File: src/smp_info_pkg.sv
package smp_info_pkg;
    // Function codes carried in request byte 0
    localparam logic [7:0] FN_SERIAL_ATA_FEATURE_REPORT = 8'h02;
    localparam logic [7:0] FN_MAKER_INFO_REPORT = 8'h03;
    // Function result codes, only accepted and unknown used here
    localparam logic [7:0] RES_ACCEPTED = 8'h00;
    localparam logic [7:0] RES_UNKNOWN_FN = 8'h01;
    // Response contents
    localparam logic [7:0] SPEC_REV_1_0 = 8'h00;
    localparam logic [7:0] PARAM_BYTE_COUNT = 8'h33;
    localparam logic [7:0] ASCII_SPACE = 8'h20;
    localparam logic [7:0] ASCII_MAX = 8'h7e;
    // Response byte positions and lengths
    localparam logic [5:0] OFS_RESULT = 6'h00;
    localparam logic [5:0] OFS_ATTACH = 6'h01;
    localparam logic [5:0] OFS_REV = 6'h02;
    localparam logic [5:0] OFS_LIMIT = 6'h03;
    localparam logic [5:0] OFS_LEN = 6'h04;
    localparam logic [5:0] OFS_VENDOR_LO = 6'h08;
    localparam logic [5:0] OFS_VENDOR_HI = 6'h0f;
    localparam logic [5:0] OFS_PRODUCT_HI = 6'h1f;
    localparam logic [5:0] OFS_REVSTR_HI = 6'h23;
    localparam logic [5:0] OFS_VSPEC_HI = 6'h37;
    localparam logic [5:0] CAP_LAST = 6'h03;
    localparam logic [5:0] INFO_LAST = 6'h37;
    // Request bytes that carry the function code and reserved bytes
    localparam logic [2:0] REQ_HDR_BYTES = 3'h4;
    // Register byte addresses
    localparam logic [3:0] REG_CFG = 4'h0;
    localparam logic [3:0] REG_REV = 4'h4;
    localparam logic [3:0] REG_LIMIT = 4'h8;
    localparam logic [3:0] REG_STATUS = 4'hc;
    // Field positions
    localparam int CFG_ATTACH_BIT = 0;
    localparam int CFG_QUEUE_BIT = 1;
    localparam int ST_BUSY_BIT = 0;
    localparam int ST_FN_LSB = 8;
    localparam int ST_REJ_LSB = 16;
    // Reset values
    localparam logic [7:0] LIMIT_RST = 8'h01;
    localparam logic [7:0] REJ_CNT_RST = 8'h00;

    // One byte of a request or response stream
    typedef struct packed {
        logic valid;
        logic last;
        logic [7:0] data;
    } byte_beat_type;

    typedef enum logic [1:0] {KIND_UNK, KIND_CAP, KIND_INFO} resp_kind_type;
    typedef enum logic {ST_RX, ST_TX} resp_state_type;
endpackage

File: src/smp_capability_info_responder.sv
// What this block does
// - SATA expander answers function 02h request
// - Non-SATA device treats 02h as unknown
// - Byte 1 bit 0 reports SATA attach
// - Byte 1 bit 1 reports queued support
// - Byte 2 holds spec revision code
// - Byte 3 holds shared requester limit
// - Over-limit connection gets rejected
// - Byte 0 carries function result
// - Function 03h answered when enabled
// - Byte 4 holds length 33h
// - Length never trimmed for short requests
// - ASCII bytes only 20h to 7Eh
// - Strings left aligned, space padded
// - Vendor name bytes 8-15, MSB first
// - Product name bytes 16-31
// - Revision bytes 32-35, then vendor bytes
`timescale 1ns/100ps
`default_nettype none
module smp_capability_info_responder #(
    parameter bit SATA_EXPANDER = 1'b1,
    parameter bit MAKER_INFO_EN = 1'b1,
    parameter bit QUEUED_DEFAULT = 1'b0,
    // Arbitrary identification strings, ASCII, MSB is first byte
    parameter logic [63:0] VENDOR_ID = 64'h47454e4552494320,
    parameter logic [127:0] PRODUCT_ID =
        128'h534d5020524553504f4e444552202020,
    parameter logic [31:0] REVISION = 32'h30303031,
    parameter logic [159:0] VENDOR_SPEC = 160'h0
) (
    // Clock and reset
    input wire logic core_clk_i,
    input wire logic reset_i,
    // Register port
    input wire logic [3:0] reg_addr_i,
    input wire logic [31:0] reg_wdata_i,
    input wire logic reg_wr_i,
    input wire logic reg_rd_i,
    output logic [31:0] reg_rdata_o,
    // Request byte stream
    input wire smp_info_pkg::byte_beat_type req_i,
    output logic req_ready_o,
    // Response byte stream
    output smp_info_pkg::byte_beat_type rsp_o,
    input wire logic rsp_ready_i,
    // Connection requests toward a shared target
    input wire logic open_req_i,
    input wire logic [7:0] open_sharers_i,
    output logic open_accept_o,
    output logic open_reject_o
);
    // Software state
    logic cfg_queue_r; // Queued command support flag
    logic [7:0] rev_code_r; // Spec revision code
    logic [7:0] limit_r; // Shared requester limit
    logic [7:0] rej_cnt_r; // Rejected connection count
    logic [7:0] last_fn_r; // Last decoded function code
    logic [31:0] rdata_r;
    // Frame state
    smp_info_pkg::resp_state_type state_r;
    smp_info_pkg::resp_kind_type kind_r;
    logic [2:0] req_cnt_r; // Request bytes seen, saturates
    logic [7:0] fn_r; // Function code held from byte 0
    logic [5:0] idx_r; // Index of byte now presented
    smp_info_pkg::byte_beat_type rsp_r;
    logic req_ready_r;
    logic accept_r;
    logic reject_r;

    // Non-graphic codes become spaces, so null-padded strings pad right
    function automatic logic [7:0] ascii(input logic [7:0] b);
        return (b < smp_info_pkg::ASCII_SPACE || b > smp_info_pkg::ASCII_MAX)
            ? smp_info_pkg::ASCII_SPACE : b;
    endfunction

    // Response byte at a given index for the decoded function
    function automatic logic [7:0] resp_byte(
        input smp_info_pkg::resp_kind_type kind,
        input logic [5:0] idx
    );
        logic [7:0] b;
        b = 8'h00; // Reserved bytes read as zero
        if (idx == smp_info_pkg::OFS_RESULT) begin
            // Result first in all three response kinds
            b = (kind == smp_info_pkg::KIND_UNK)
                ? smp_info_pkg::RES_UNKNOWN_FN
                : smp_info_pkg::RES_ACCEPTED;
        end else if (kind == smp_info_pkg::KIND_CAP) begin
            if (idx == smp_info_pkg::OFS_ATTACH) begin
                b = {6'h00, cfg_queue_r, SATA_EXPANDER};
            end else if (idx == smp_info_pkg::OFS_REV) begin
                b = rev_code_r;
            end else if (idx == smp_info_pkg::OFS_LIMIT) begin
                b = limit_r;
            end
        end else if (kind == smp_info_pkg::KIND_INFO) begin
            if (idx == smp_info_pkg::OFS_LEN) begin
                // Fixed, whatever the request asked
                b = smp_info_pkg::PARAM_BYTE_COUNT;
            end else if (idx >= smp_info_pkg::OFS_VENDOR_LO &&
                         idx <= smp_info_pkg::OFS_VENDOR_HI) begin
                b = ascii(8'(VENDOR_ID >>
                    {smp_info_pkg::OFS_VENDOR_HI - idx, 3'h0}));
            end else if (idx > smp_info_pkg::OFS_VENDOR_HI &&
                         idx <= smp_info_pkg::OFS_PRODUCT_HI) begin
                b = ascii(8'(PRODUCT_ID >>
                    {smp_info_pkg::OFS_PRODUCT_HI - idx, 3'h0}));
            end else if (idx > smp_info_pkg::OFS_PRODUCT_HI &&
                         idx <= smp_info_pkg::OFS_REVSTR_HI) begin
                b = ascii(8'(REVISION >>
                    {smp_info_pkg::OFS_REVSTR_HI - idx, 3'h0}));
            end else if (idx > smp_info_pkg::OFS_REVSTR_HI) begin
                b = 8'(VENDOR_SPEC >>
                    {smp_info_pkg::OFS_VSPEC_HI - idx, 3'h0});
            end
        end
        return b;
    endfunction

    // Request decode
    wire req_take = req_i.valid && req_ready_r;
    wire req_end = req_take && req_i.last;
    wire [7:0] fn_now = (req_cnt_r == 3'h0) ? req_i.data : fn_r;
    // Function 02h only exists on a SATA expander
    wire cap_hit = SATA_EXPANDER &&
        fn_now == smp_info_pkg::FN_SERIAL_ATA_FEATURE_REPORT;
    wire info_hit = MAKER_INFO_EN &&
        fn_now == smp_info_pkg::FN_MAKER_INFO_REPORT;
    wire smp_info_pkg::resp_kind_type kind_nxt =
        cap_hit ? smp_info_pkg::KIND_CAP :
        info_hit ? smp_info_pkg::KIND_INFO : smp_info_pkg::KIND_UNK;
    // Unknown functions answer result plus three zero bytes
    wire [5:0] last_idx = (kind_r == smp_info_pkg::KIND_INFO)
        ? smp_info_pkg::INFO_LAST : smp_info_pkg::CAP_LAST;
    wire rsp_step = rsp_r.valid && rsp_ready_i;
    wire [5:0] idx_nxt = idx_r + 6'h01;

    // Register decode
    wire wr_cfg = reg_wr_i && reg_addr_i == smp_info_pkg::REG_CFG;
    wire wr_rev = reg_wr_i && reg_addr_i == smp_info_pkg::REG_REV;
    wire wr_limit = reg_wr_i && reg_addr_i == smp_info_pkg::REG_LIMIT;
    wire [31:0] status_word = {8'h00, rej_cnt_r, last_fn_r, 7'h00,
        state_r == smp_info_pkg::ST_TX};
    wire [31:0] rd_mux =
        reg_addr_i == smp_info_pkg::REG_CFG ?
            {30'h0, cfg_queue_r, SATA_EXPANDER} :
        reg_addr_i == smp_info_pkg::REG_REV ? {24'h0, rev_code_r} :
        reg_addr_i == smp_info_pkg::REG_LIMIT ? {24'h0, limit_r} :
        reg_addr_i == smp_info_pkg::REG_STATUS ? status_word : 32'h0;

    // Connection limit check
    wire over_limit = open_sharers_i >= limit_r;

    // Software registers; read data valid one cycle after strobe
    always_ff @(posedge core_clk_i) begin
        if (reset_i) begin
            cfg_queue_r <= QUEUED_DEFAULT;
            rev_code_r <= smp_info_pkg::SPEC_REV_1_0;
            limit_r <= smp_info_pkg::LIMIT_RST;
            rdata_r <= 32'h0;
        end else begin
            if (wr_cfg) begin
                cfg_queue_r <= reg_wdata_i[smp_info_pkg::CFG_QUEUE_BIT];
            end
            if (wr_rev) rev_code_r <= reg_wdata_i[7:0];
            if (wr_limit) limit_r <= reg_wdata_i[7:0];
            rdata_r <= reg_rd_i ? rd_mux : 32'h0;
        end
    end

    // Connection accept or reject, one cycle after the request
    always_ff @(posedge core_clk_i) begin
        if (reset_i) begin
            accept_r <= 1'b0;
            reject_r <= 1'b0;
            rej_cnt_r <= smp_info_pkg::REJ_CNT_RST;
        end else begin
            accept_r <= open_req_i && !over_limit;
            reject_r <= open_req_i && over_limit;
            // Counter sticks at all ones rather than wrapping
            if (open_req_i && over_limit && rej_cnt_r != 8'hff) begin
                rej_cnt_r <= rej_cnt_r + 8'h01;
            end
        end
    end

    // Request collection; bytes past the header are ignored
    always_ff @(posedge core_clk_i) begin
        if (reset_i) begin
            req_cnt_r <= 3'h0;
            fn_r <= 8'h00;
            last_fn_r <= 8'h00;
        end else if (req_take) begin
            if (req_cnt_r == 3'h0) fn_r <= req_i.data;
            if (req_end) begin
                req_cnt_r <= 3'h0;
                last_fn_r <= fn_now;
            end else if (req_cnt_r != smp_info_pkg::REQ_HDR_BYTES) begin
                req_cnt_r <= req_cnt_r + 3'h1;
            end
        end
    end

    // Response sequencer, bytes go out from index 0 upward
    always_ff @(posedge core_clk_i) begin
        if (reset_i) begin
            state_r <= smp_info_pkg::ST_RX;
            kind_r <= smp_info_pkg::KIND_UNK;
            idx_r <= 6'h00;
            rsp_r <= '0;
            req_ready_r <= 1'b1;
        end else begin
            unique case (state_r)
                smp_info_pkg::ST_RX: begin
                    // Request done: present byte 0 at once
                    if (req_end) begin
                        state_r <= smp_info_pkg::ST_TX;
                        kind_r <= kind_nxt;
                        idx_r <= 6'h00;
                        req_ready_r <= 1'b0;
                        rsp_r.valid <= 1'b1;
                        rsp_r.last <= 1'b0;
                        rsp_r.data <= resp_byte(kind_nxt, 6'h00);
                    end
                end
                smp_info_pkg::ST_TX: begin
                    if (rsp_step && rsp_r.last) begin
                        // Final byte taken; accept the next request
                        state_r <= smp_info_pkg::ST_RX;
                        rsp_r <= '0;
                        req_ready_r <= 1'b1;
                    end else if (rsp_step) begin
                        idx_r <= idx_nxt;
                        rsp_r.last <= idx_nxt == last_idx;
                        rsp_r.data <= resp_byte(kind_r, idx_nxt);
                    end
                end
            endcase
        end
    end

    // Outputs straight from flip-flops
    assign reg_rdata_o = rdata_r;
    assign req_ready_o = req_ready_r;
    assign rsp_o = rsp_r;
    assign open_accept_o = accept_r;
    assign open_reject_o = reject_r;

    wire cap_beat = rsp_r.valid && kind_r == smp_info_pkg::KIND_CAP;
    wire info_beat = rsp_r.valid && kind_r == smp_info_pkg::KIND_INFO;
endmodule
`default_nettype wire

File: config.mk
export PLATFORM = sky130hd
export DESIGN_NAME = smp_capability_info_responder
export DESIGN_NICKNAME = d
export VERILOG_FILES = /design/src/smp_info_pkg.sv /design/src/smp_capability_info_responder.sv
export SDC_FILE = /design/constraint.sdc
export NUM_CORES = 1
export LEC_CHECK = 0
export BUFFER_PORTS_ARGS = -buffer_cell sky130_fd_sc_hd__buf_2
export CAP_MARGIN = 40
export CORE_MARGIN = 2
export CORE_UTILIZATION = 55
export CTS_CLUSTER_DIAMETER = 150
export DETAILED_ROUTE_END_ITERATION = 10
export GPL_TIMING_DRIVEN = 1
export PLACE_DENSITY_LB_ADDON = 0.3
export SLEW_MARGIN = 25
export SYNTH_ARGS = -nofsm -noshare
export SYNTH_HDL_FRONTEND = slang
export SYNTH_SLANG_ARGS = --single-unit
File: constraint.sdc
create_clock -name core_clk_i -period 3 [get_ports core_clk_i]
set_input_delay 0.3 -clock core_clk_i [delete_from_list [all_inputs] [get_ports core_clk_i]]
set_output_delay 0.3 -clock core_clk_i [all_outputs]
set_load 0.005 [all_outputs]
# Word level (Yosys, flattened, before mapping)
# Index checks and enable logic that the tools add are counted.
[word_totals] input_bits=60 ff_bits=98 output_inout_bits=45 elab_cells=141
[op_classes] add_sub_neg=7 n_lt_le_gt_ge=14 n_shift=4 n_bitwise=3 eq_ne=19 reduce_logical=33 muxes=41
[op_table] op="$mux W8" count=17
[op_table] op="$shr A127 B9 Y8 const A" count=1
[op_table] op="$shr A63 B9 Y8 const A" count=1
[op_table] op="$shr A30 B9 Y8 const A" count=1
[op_table] op="$gt A8 B7 Y1 const B" count=3
[op_table] op="$lt A8 B6 Y1 const B" count=3
[op_table] op="$mux W6" count=4
[op_table] op="$pmux W10 S2" count=1
[op_table] op="$mux W9" count=2
[op_table] op="$eq A8 B2 Y1 const B" count=2
[op_table] op="$logic_and A1 B1 Y1" count=13
[op_table] op="$eq A6 B2 Y1 const B" count=2
[op_table] op="$pmux W6 S2" count=1
[op_table] op="$sub A6 B6 Y6 const A" count=2
[op_table] op="$mux W10" count=1
[op_table] op="$reduce_and A2 Y1" count=5
[op_table] op="$shr A1 B9 Y8 const A" count=1
[op_table] op="$add A8 B1 Y8 const B" count=1
[op_table] op="$eq A4 B4 Y1 const B" count=2
[op_table] op="$ge A8 B8 Y1" count=1
[op_table] op="$mux W1" count=8
[op_table] op="$ne A8 B8 Y1 const B" count=1
[op_table] op="$add A6 B1 Y6 const B" count=1
[op_table] op="$eq A6 B1 Y1 const B" count=1
[op_table] op="35 further kinds" count=46

# Depth between registers and ports, before layout
# Gate-level depths: netlist of run 1.
[depth] depth_word=16 depth_mapped=11 mapped_depth_nobuf=9

# Worst setup path after synthesis of run 1
# OpenSTA, ideal clock, no wires.
[synth_timing] kind="flip-flop to flip-flop" from="reg idx_r[0]" to="reg rsp_r, in the netlist rsp_o[0]" synth_period_minus_slack_ns=2.524 required_ns=2.867 path_stages_with_launch=11 t_arrival_ns=2.392 setup_time_ns=0.133 setup_slack_ns=0.476 path_buffers=3 path_cell_list="dfxtp_1 clkbuf_1 inv_1 ha_1 clkbuf_1 clkbuf_1 a21oi_1 a21oi_1 o22ai_1 o311ai_0 nand3_1"
[synth_between] elab_chain_len=16 word_cells_on_any_way=50 classes_between="5 x add/sub; 13 x order compare; 4 x eq/ne; 4 x shift; 17 x mux; 7 x reduce/logical"
[synth_lines] element="start: declaration" line="smp_capability_info_responder.sv:64" rtl="logic [5:0] idx_r;"
[synth_lines] element="start signal: assignment" line="smp_capability_info_responder.sv:233" rtl="idx_r <= idx_nxt;"
[synth_lines] element="$add A6 B1 Y6 *" line="smp_capability_info_responder.sv:136" rtl="wire [5:0] idx_nxt = idx_r + 6'h01;"
[synth_lines] element="parallel branches: the longest is 11 deep, another holds $lt A8 B6 Y1"
[synth_lines] element="$mux W8 *" line="smp_capability_info_responder.sv:83" rtl="if (idx == smp_info_pkg::OFS_RESULT) begin"
[synth_lines] element="$mux W9 *" line="smp_capability_info_responder.sv:232" rtl="end else if (rsp_step) begin"
[synth_lines] element="$mux W9 *" line="smp_capability_info_responder.sv:227" rtl="if (rsp_step && rsp_r.last) begin"
[synth_lines] element="$pmux W10 S2 *" line="smp_capability_info_responder.sv:213" rtl="unique case (state_r)"
[synth_lines] element="end: declaration" line="smp_capability_info_responder.sv:65" rtl="smp_info_pkg::byte_beat_type rsp_r;"
# Mark *: on every way between the ends. The select of a mux whose other input is x is not followed.
# A chain may end at the register's enable or synchronous reset.

# Worst setup path in the final report of run 1
# Same ends and word-level chain as after synthesis.

==> impl_metrics.csv, run 1 <==
group,metric,value,unit
clock_network,clock-root-buffer,"clkbuf_8",
global_routing,antenna_found_initial,0,
synthesis,synth_area,4780,um^2
clock_network,cts_hold_buf,0,
floorplan,die_h,97.3,um
setup_path,cp_max_fo,10,
clock_network,path_clk_slew,0.10,ns
synthesis,yosys_register_bits,90,
floorplan,coreArea,8590,um^2
power,ir_drop,0.237,mV
synthesis,synth_top_area_frac,0.377,
sta,slew_headroom,0.431,
route,ant_nets,0,
setup_path,critPathKind,"reg -> reg",
global_routing,grt_pass1_wl,19600,um
status,status,"completed",
synthesis,synth_ff_type,"dfxtp_1",
sta,rsz0062_at_grt,"false",
global_routing,grt_usage,0.244,
setup_path,worst_setup_path_end_kind,"flip-flop",
route,dr.pass1.iters,5,
sta,drv_slew,0,
synthesis,yosys.cell_types.count,60,
sta,min_period,2.66,ns
floorplan,die_w,97.3,um
synthesis,syn_area_per_cell,7.93,um^2
power,power,2.36,mW
placement,io_buffers,72,
route,routed_wl,11400,um
synthesis,yosysWarnings,0,
synthesis,synth-edff-count,0,
clock_network,numCtsBuffers,9,
placement,gp_congestion,0.873,
synthesis,synth-simple-area-share,0.280,
clock_network,cts_setup_buffers,0,
placement,dp_hpwl,8420,um
sta,tightest_slew,0.847,ns
clock_network,ctsResizeCount,0,
sta,fmax,376,MHz
cells_and_area,final_nets,742,
cells_and_area,num_antenna_cells,0,
setup_path,required,3.24,ns
synthesis,synthTopCellsByArea,"dfxtp_1, nand2_1, a21oi_1, ha_1, nor2_1",
clock_network,cts_tree,"done",
sta,setup_viol,0,
synthesis,post-synth-top-count-cell,"dfxtp_1",
power,power.density,435,nW/um^2
route,drtIter0Drc,284,
floorplan,placementRows,34,
floorplan,start_util,0.557,
clock_network,htreeDepth,3,
synthesis,synthAdderAreaFrac,0.0497,
global_routing,grt_max_degree,66,
clock_network,clock_latency,0.36,ns
floorplan,ioPinCount,105,
sta,finalCritPeriodShare,0.887,
cells_and_area,register_area,1800,um^2
clock_network,numClockSinks,90,
route,avgViaCountPerCell,5.90,
clock_network,cts_buffer_depth,2,
sta,finalHoldViolCount,0,
sta,skew,0.00606,ns
sta,timing.setup.tns,0,ns
run,drv_cap,0,
synthesis,yosys-mux-area-fraction,0.0175,
synthesis,synthXorXnorAreaFrac,0.0160,
synthesis,synth_largest_area_cell,"dfxtp_1",
synthesis,ys_async_sr_fraction,0,
synthesis,synth_top_family_by_area,"simple AND/OR/NAND/NOR gates",
route,wl_per_cell,14.7,um
synthesis,ys_seq_area_frac,0.377,
route,num_vias,4581,
cells_and_area,layout-drive-gt1-share,0.174,
setup_path,setup.worst_path.start_class,"flip-flop",
cells_and_area,multi_input_area,2730,um^2
synthesis,synth_cells,603,
worst_hold_path,hold_class,"in -> reg",
floorplan,die-area,9460,um^2
cells_and_area,post-route-util,0.631,
synthesis,synth-compound-area-share,0.199,
cells_and_area,nFillCells,779,
cells_and_area,area_growth,13.4,%
sta,fin_hold_ws,0.195,ns
setup_path,cp_data_arrival_time,2.90,ns
route,drc,0,
power,p_leak,2.15,nW
global_routing,grt_pass1_vias,4346,
synthesis,netlist_top_cells_count,"dfxtp_1, nand2_1, nor2_1",
global_routing,grt.overflow.total,0,
setup_path,rrSetupSlack,0.34,ns
final timing paths:
kind	startpoint	end	depth (start not counted)
setup / recovery	idx_r[0]	rsp_o[0]	7
hold / removal	req_i[2]	fn_r[2]	3
setup reg to reg	idx_r[0]	rsp_o[0]	7
hold reg to reg	last_fn_r[7]	reg_rdata_o[15]	1
layout by cell type, fill, tap and decap left out, types with 7 or more instances in the layout:
cell type	netlist	final
dfxtp_1	90	90
nand2_1	84	84
buf_2	7	72
nor2_1	53	53
a21oi_1	51	51
nand3_1	30	30
and2_1	22	22
inv_1	19	19
ha_1	19	19
o21ai_0	17	17
buf_4	10	14
nand2b_1	13	13
nor3_1	13	13
a311oi_1	13	13
a22oi_1	10	10
a31oi_1	10	10
clkbuf_8	0	9
conb_1	1	8
nor4_1	7	7
nor2b_1	7	7
nand4_1	7	7
a211oi_1	7	7
routing by layer:
layer	wire [um]	track usage	share of wire
met5	0	0	0
met4	150	0.0716	0.013
met3	707	0.0439	0.062
met2	5590	0.427	0.49
met1	4950	0.310	0.43
stage by stage:
step | instance area (um^2) | instances | setup slack, ns
2_1_floorplan | 4810 | 610 | 0.476
3_3_place_gp | 5200 | 759 | 0.508
3_5_place_dp | 5200 | 759 | 0.423
4_1_cts | 5420 | 775 | 0.406
5_1_grt | 5430 | 776 | 0.181
6_report | 5430 | 776 | 0.339
sequential cells by signal (all words and copies together), names as in the netlist, 2 cells and up:
register,cells
fn_r,8
idx_r,6
kind_r,2
last_fn_r,8
limit_r,8
reg_rdata_o,24
rej_cnt_r,8
req_cnt_r,3
rev_code_r,8
rsp_o,10
layout make-up:
cell class                      instances  share of cell area
Multi-Input combinational cell        456               0.503
Clock buffer                            9              0.0228
Timing Repair Buffer                   87              0.0867
Tap cell                              108              0.0249
Sequential cell                        90               0.332
Inverter                               19              0.0131
Clock inverter                          7              0.0175
critical path: stages, from the launching register on:
cell	delay, ns
dfxtp_1	0.38
ha_1	0.42
a21boi_0	0.22
a2111oi_0	0.09
a311oi_1	0.70
o22ai_1	0.18
o311ai_0	0.44
nand3_1	0.12
report_power, final:
group	internal [mW]	leakage [nW]	total, mW	switching [mW]
combinational	0.0802	1.31	0.211	0.131
clock	0.411	0.111	0.897	0.485
sequential	1.22	0.730	1.25	0.0265
total	1.72	2.15	2.36	0.643
cell families after synthesis:
family | count (synthesis)
DFF | 90
other | 1
AOI/OAI and AO/OA | 145
adders and majority gates | 19
xor gates and xnor gates | 7
buffers and inverters | 64
muxes | 8
and+or+nand+nor | 269
(Power assumes the default switching activity.)
==> run 2: changes to the inputs <==
CORE_MARGIN = unset   (was 2)
==> run 2 against run 1 <==
  * Clock skew increased by 0.0028 ns
  * Critical path depth increased by 1
  * Maximum frequency decreased by 1.7%
  * Non-clock buffer count increased by 2
  * Final area decreased by 0.25%
  * Clock-buffer cell count unchanged
  * Wire length increased by 0.94%
  * Global-route usage increased by 1.7 points
  * Sequential cell count unchanged
  * Combinational power about the same
  * Core utilization increased by 2.1 points
  * Largest cell class unchanged
==> impl_metrics.csv, run 2 (synthesis results as in run 1) <==
group,metric,value,unit
sta,rsz0062_at_grt,"false",
setup_path,required,3.23,ns
floorplan,placementRows,33,
cells_and_area,fin_area,5410,um^2
route,routed_wl,11500,um
route,wl_per_cell,14.8,um
sta,tightest_slew,0.795,ns
clock_network,clock_latency,0.36,ns
cells_and_area,area_growth,13.1,%
power,p_leak,2.15,nW
status,status,"completed",
power,power,2.27,mW
power,ir_drop,0.222,mV
route,ant_nets,0,
sta,finalCritPeriodShare,0.902,
worst_hold_path,hold_class,"in -> reg",
placement,placed_cell_area,5210,um^2
sta,fmax,370,MHz
global_routing,grt_usage,0.262,
global_routing,grt_pass1_wl,18800,um
cells_and_area,layout_commonest_cell,"dfxtp_1",
placement,gp_congestion,0.891,
clock_network,cts_hold_buf,0,
floorplan,die_h,95.3,um
sta,setup_viol,0,
sta,drv_slew,0,
sta,finalHoldViolCount,0,
setup_path,critPathKind,"reg -> reg",
power,seqPwrFrac,0.550,
floorplan,die_w,95.3,um
floorplan,ioPinCount,105,
setup_path,cp_data_arrival_time,2.94,ns
power,pwr-share-clk,0.357,
cells_and_area,final_cell_mix,"dfxtp_1, nand2_1, buf_2",
clock_network,ctsResizeCount,0,
placement,dp_hpwl,8510,um
floorplan,die-area,9070,um^2
setup_path,cp_max_fo,18,
sta,slew_headroom,0.467,
setup_path,setup.worst_path.start_class,"flip-flop",
route,drtIter0Drc,216,
route,drc,0,
clock_network,htreeDepth,3,
global_routing,antenna_found_initial,0,
power,switchingPower,0.638,mW
power,power.density,419,nW/um^2
cells_and_area,layout-drive-gt1-share,0.176,
power,switching_share,0.281,
clock_network,clock-root-buffer,"clkbuf_8",
global_routing,grt.overflow.total,0,
run,drv_cap,0,
power,intPower,1.63,mW
sta,skew,0.00887,ns
global_routing,grt_pass1_vias,4071,
cells_and_area,nFillCells,724,
route,dr.pass1.iters,5,
sta,timing.setup.tns,0,ns
floorplan,coreArea,8300,um^2
route,num_vias,4557,
route,avgViaCountPerCell,5.88,
setup_path,worst_setup_path_end_kind,"flip-flop",
clock_network,cts_buffer_depth,2,
global_routing,grt_max_degree,64,
floorplan,start_util,0.576,
clock_network,numCtsBuffers,9,
placement,io_buffers,72,
clock_network,cts_tree,"done",
power,combinationalPowerShare,0.093,
sta,min_period,2.71,ns
cells_and_area,num_antenna_cells,0,
clock_network,path_clk_slew,0.10,ns
clock_network,numClockSinks,90,
cells_and_area,largest_reg_flops,24,
cells_and_area,final_nets,744,
clock_network,cts_setup_buffers,0,
==> run 2: cell types whose count changed in the layout (fill, tap and decap cells not counted) <==
cell,before,now
bufinv_16,1,0
clkinv_2,0,1
buf_4,14,16
==> run 2: cell type report <==
type                       instances  area [um^2]  share of cell area
clock buffer                       9          124              0.0229
timing repair buffer              89          485              0.0897
inverter                          19         71.3              0.0132
sequential                        90         1800               0.333
tap                              105          131              0.0243
clock inverter                     7         70.1              0.0129
multi-input combinational        456         2730               0.504
==> run 2: path summary, 6_finish.rpt <==
kind | cells after the start | start | endpoint | slack, ns
min reg2reg | 1 | last_fn_r[1] | reg_rdata_o[9] | 0.47
max reg2reg | 8 | idx_r[0] | rsp_o[0] | 0.29
min | 3 | req_i[3] | fn_r[3] | 0.19
max | 8 | idx_r[0] | rsp_o[0] | 0.29
==> run 2: critical path, stage by stage (launching register included) <==
cell,delay [ns]
dfxtp_1,0.45
buf_4,0.24
inv_1,0.16
ha_1,0.67
xnor2_1,0.14
a21oi_1,0.18
o22ai_1,0.10
o311ai_0,0.49
nand3_1,0.14
==> run 2: power by group through the flow <==
stage	sequential (mW)	clock, mW	combinational (mW)
2_1_floorplan	1.27	0	0.145
3_3_place_gp	1.27	0	0.201
3_5_place_dp	1.27	0	0.209
4_1_cts	1.25	0.821	0.210
5_1_grt	1.25	0.867	0.239
6_report	1.25	0.808	0.212
==> run 2: routing by layer <==
metal,global-route usage,vias up,share of wire
met2,0.453,182,0.49
met3,0.0399,19,0.066
li1,-,2261,-
met4,0.0985,0,0.014
met5,0,-,0
met1,0.326,2095,0.43
==> run 2: per-stage QoR <==
stage / util / hold WS, ns / setup slack (ns) / cells
final: 0.652 / 0.193 / 0.294 / 775
after CTS: 0.651 / 0.183 / 0.318 / 774
after floorplan: - / 0.389 / 0.476 / 610
after global placement: 0.628 / 0.441 / 0.460 / 758
after global routing: 0.652 / 0.191 / 0.0313 / 775
after detailed placement: 0.628 / 0.447 / 0.332 / 758
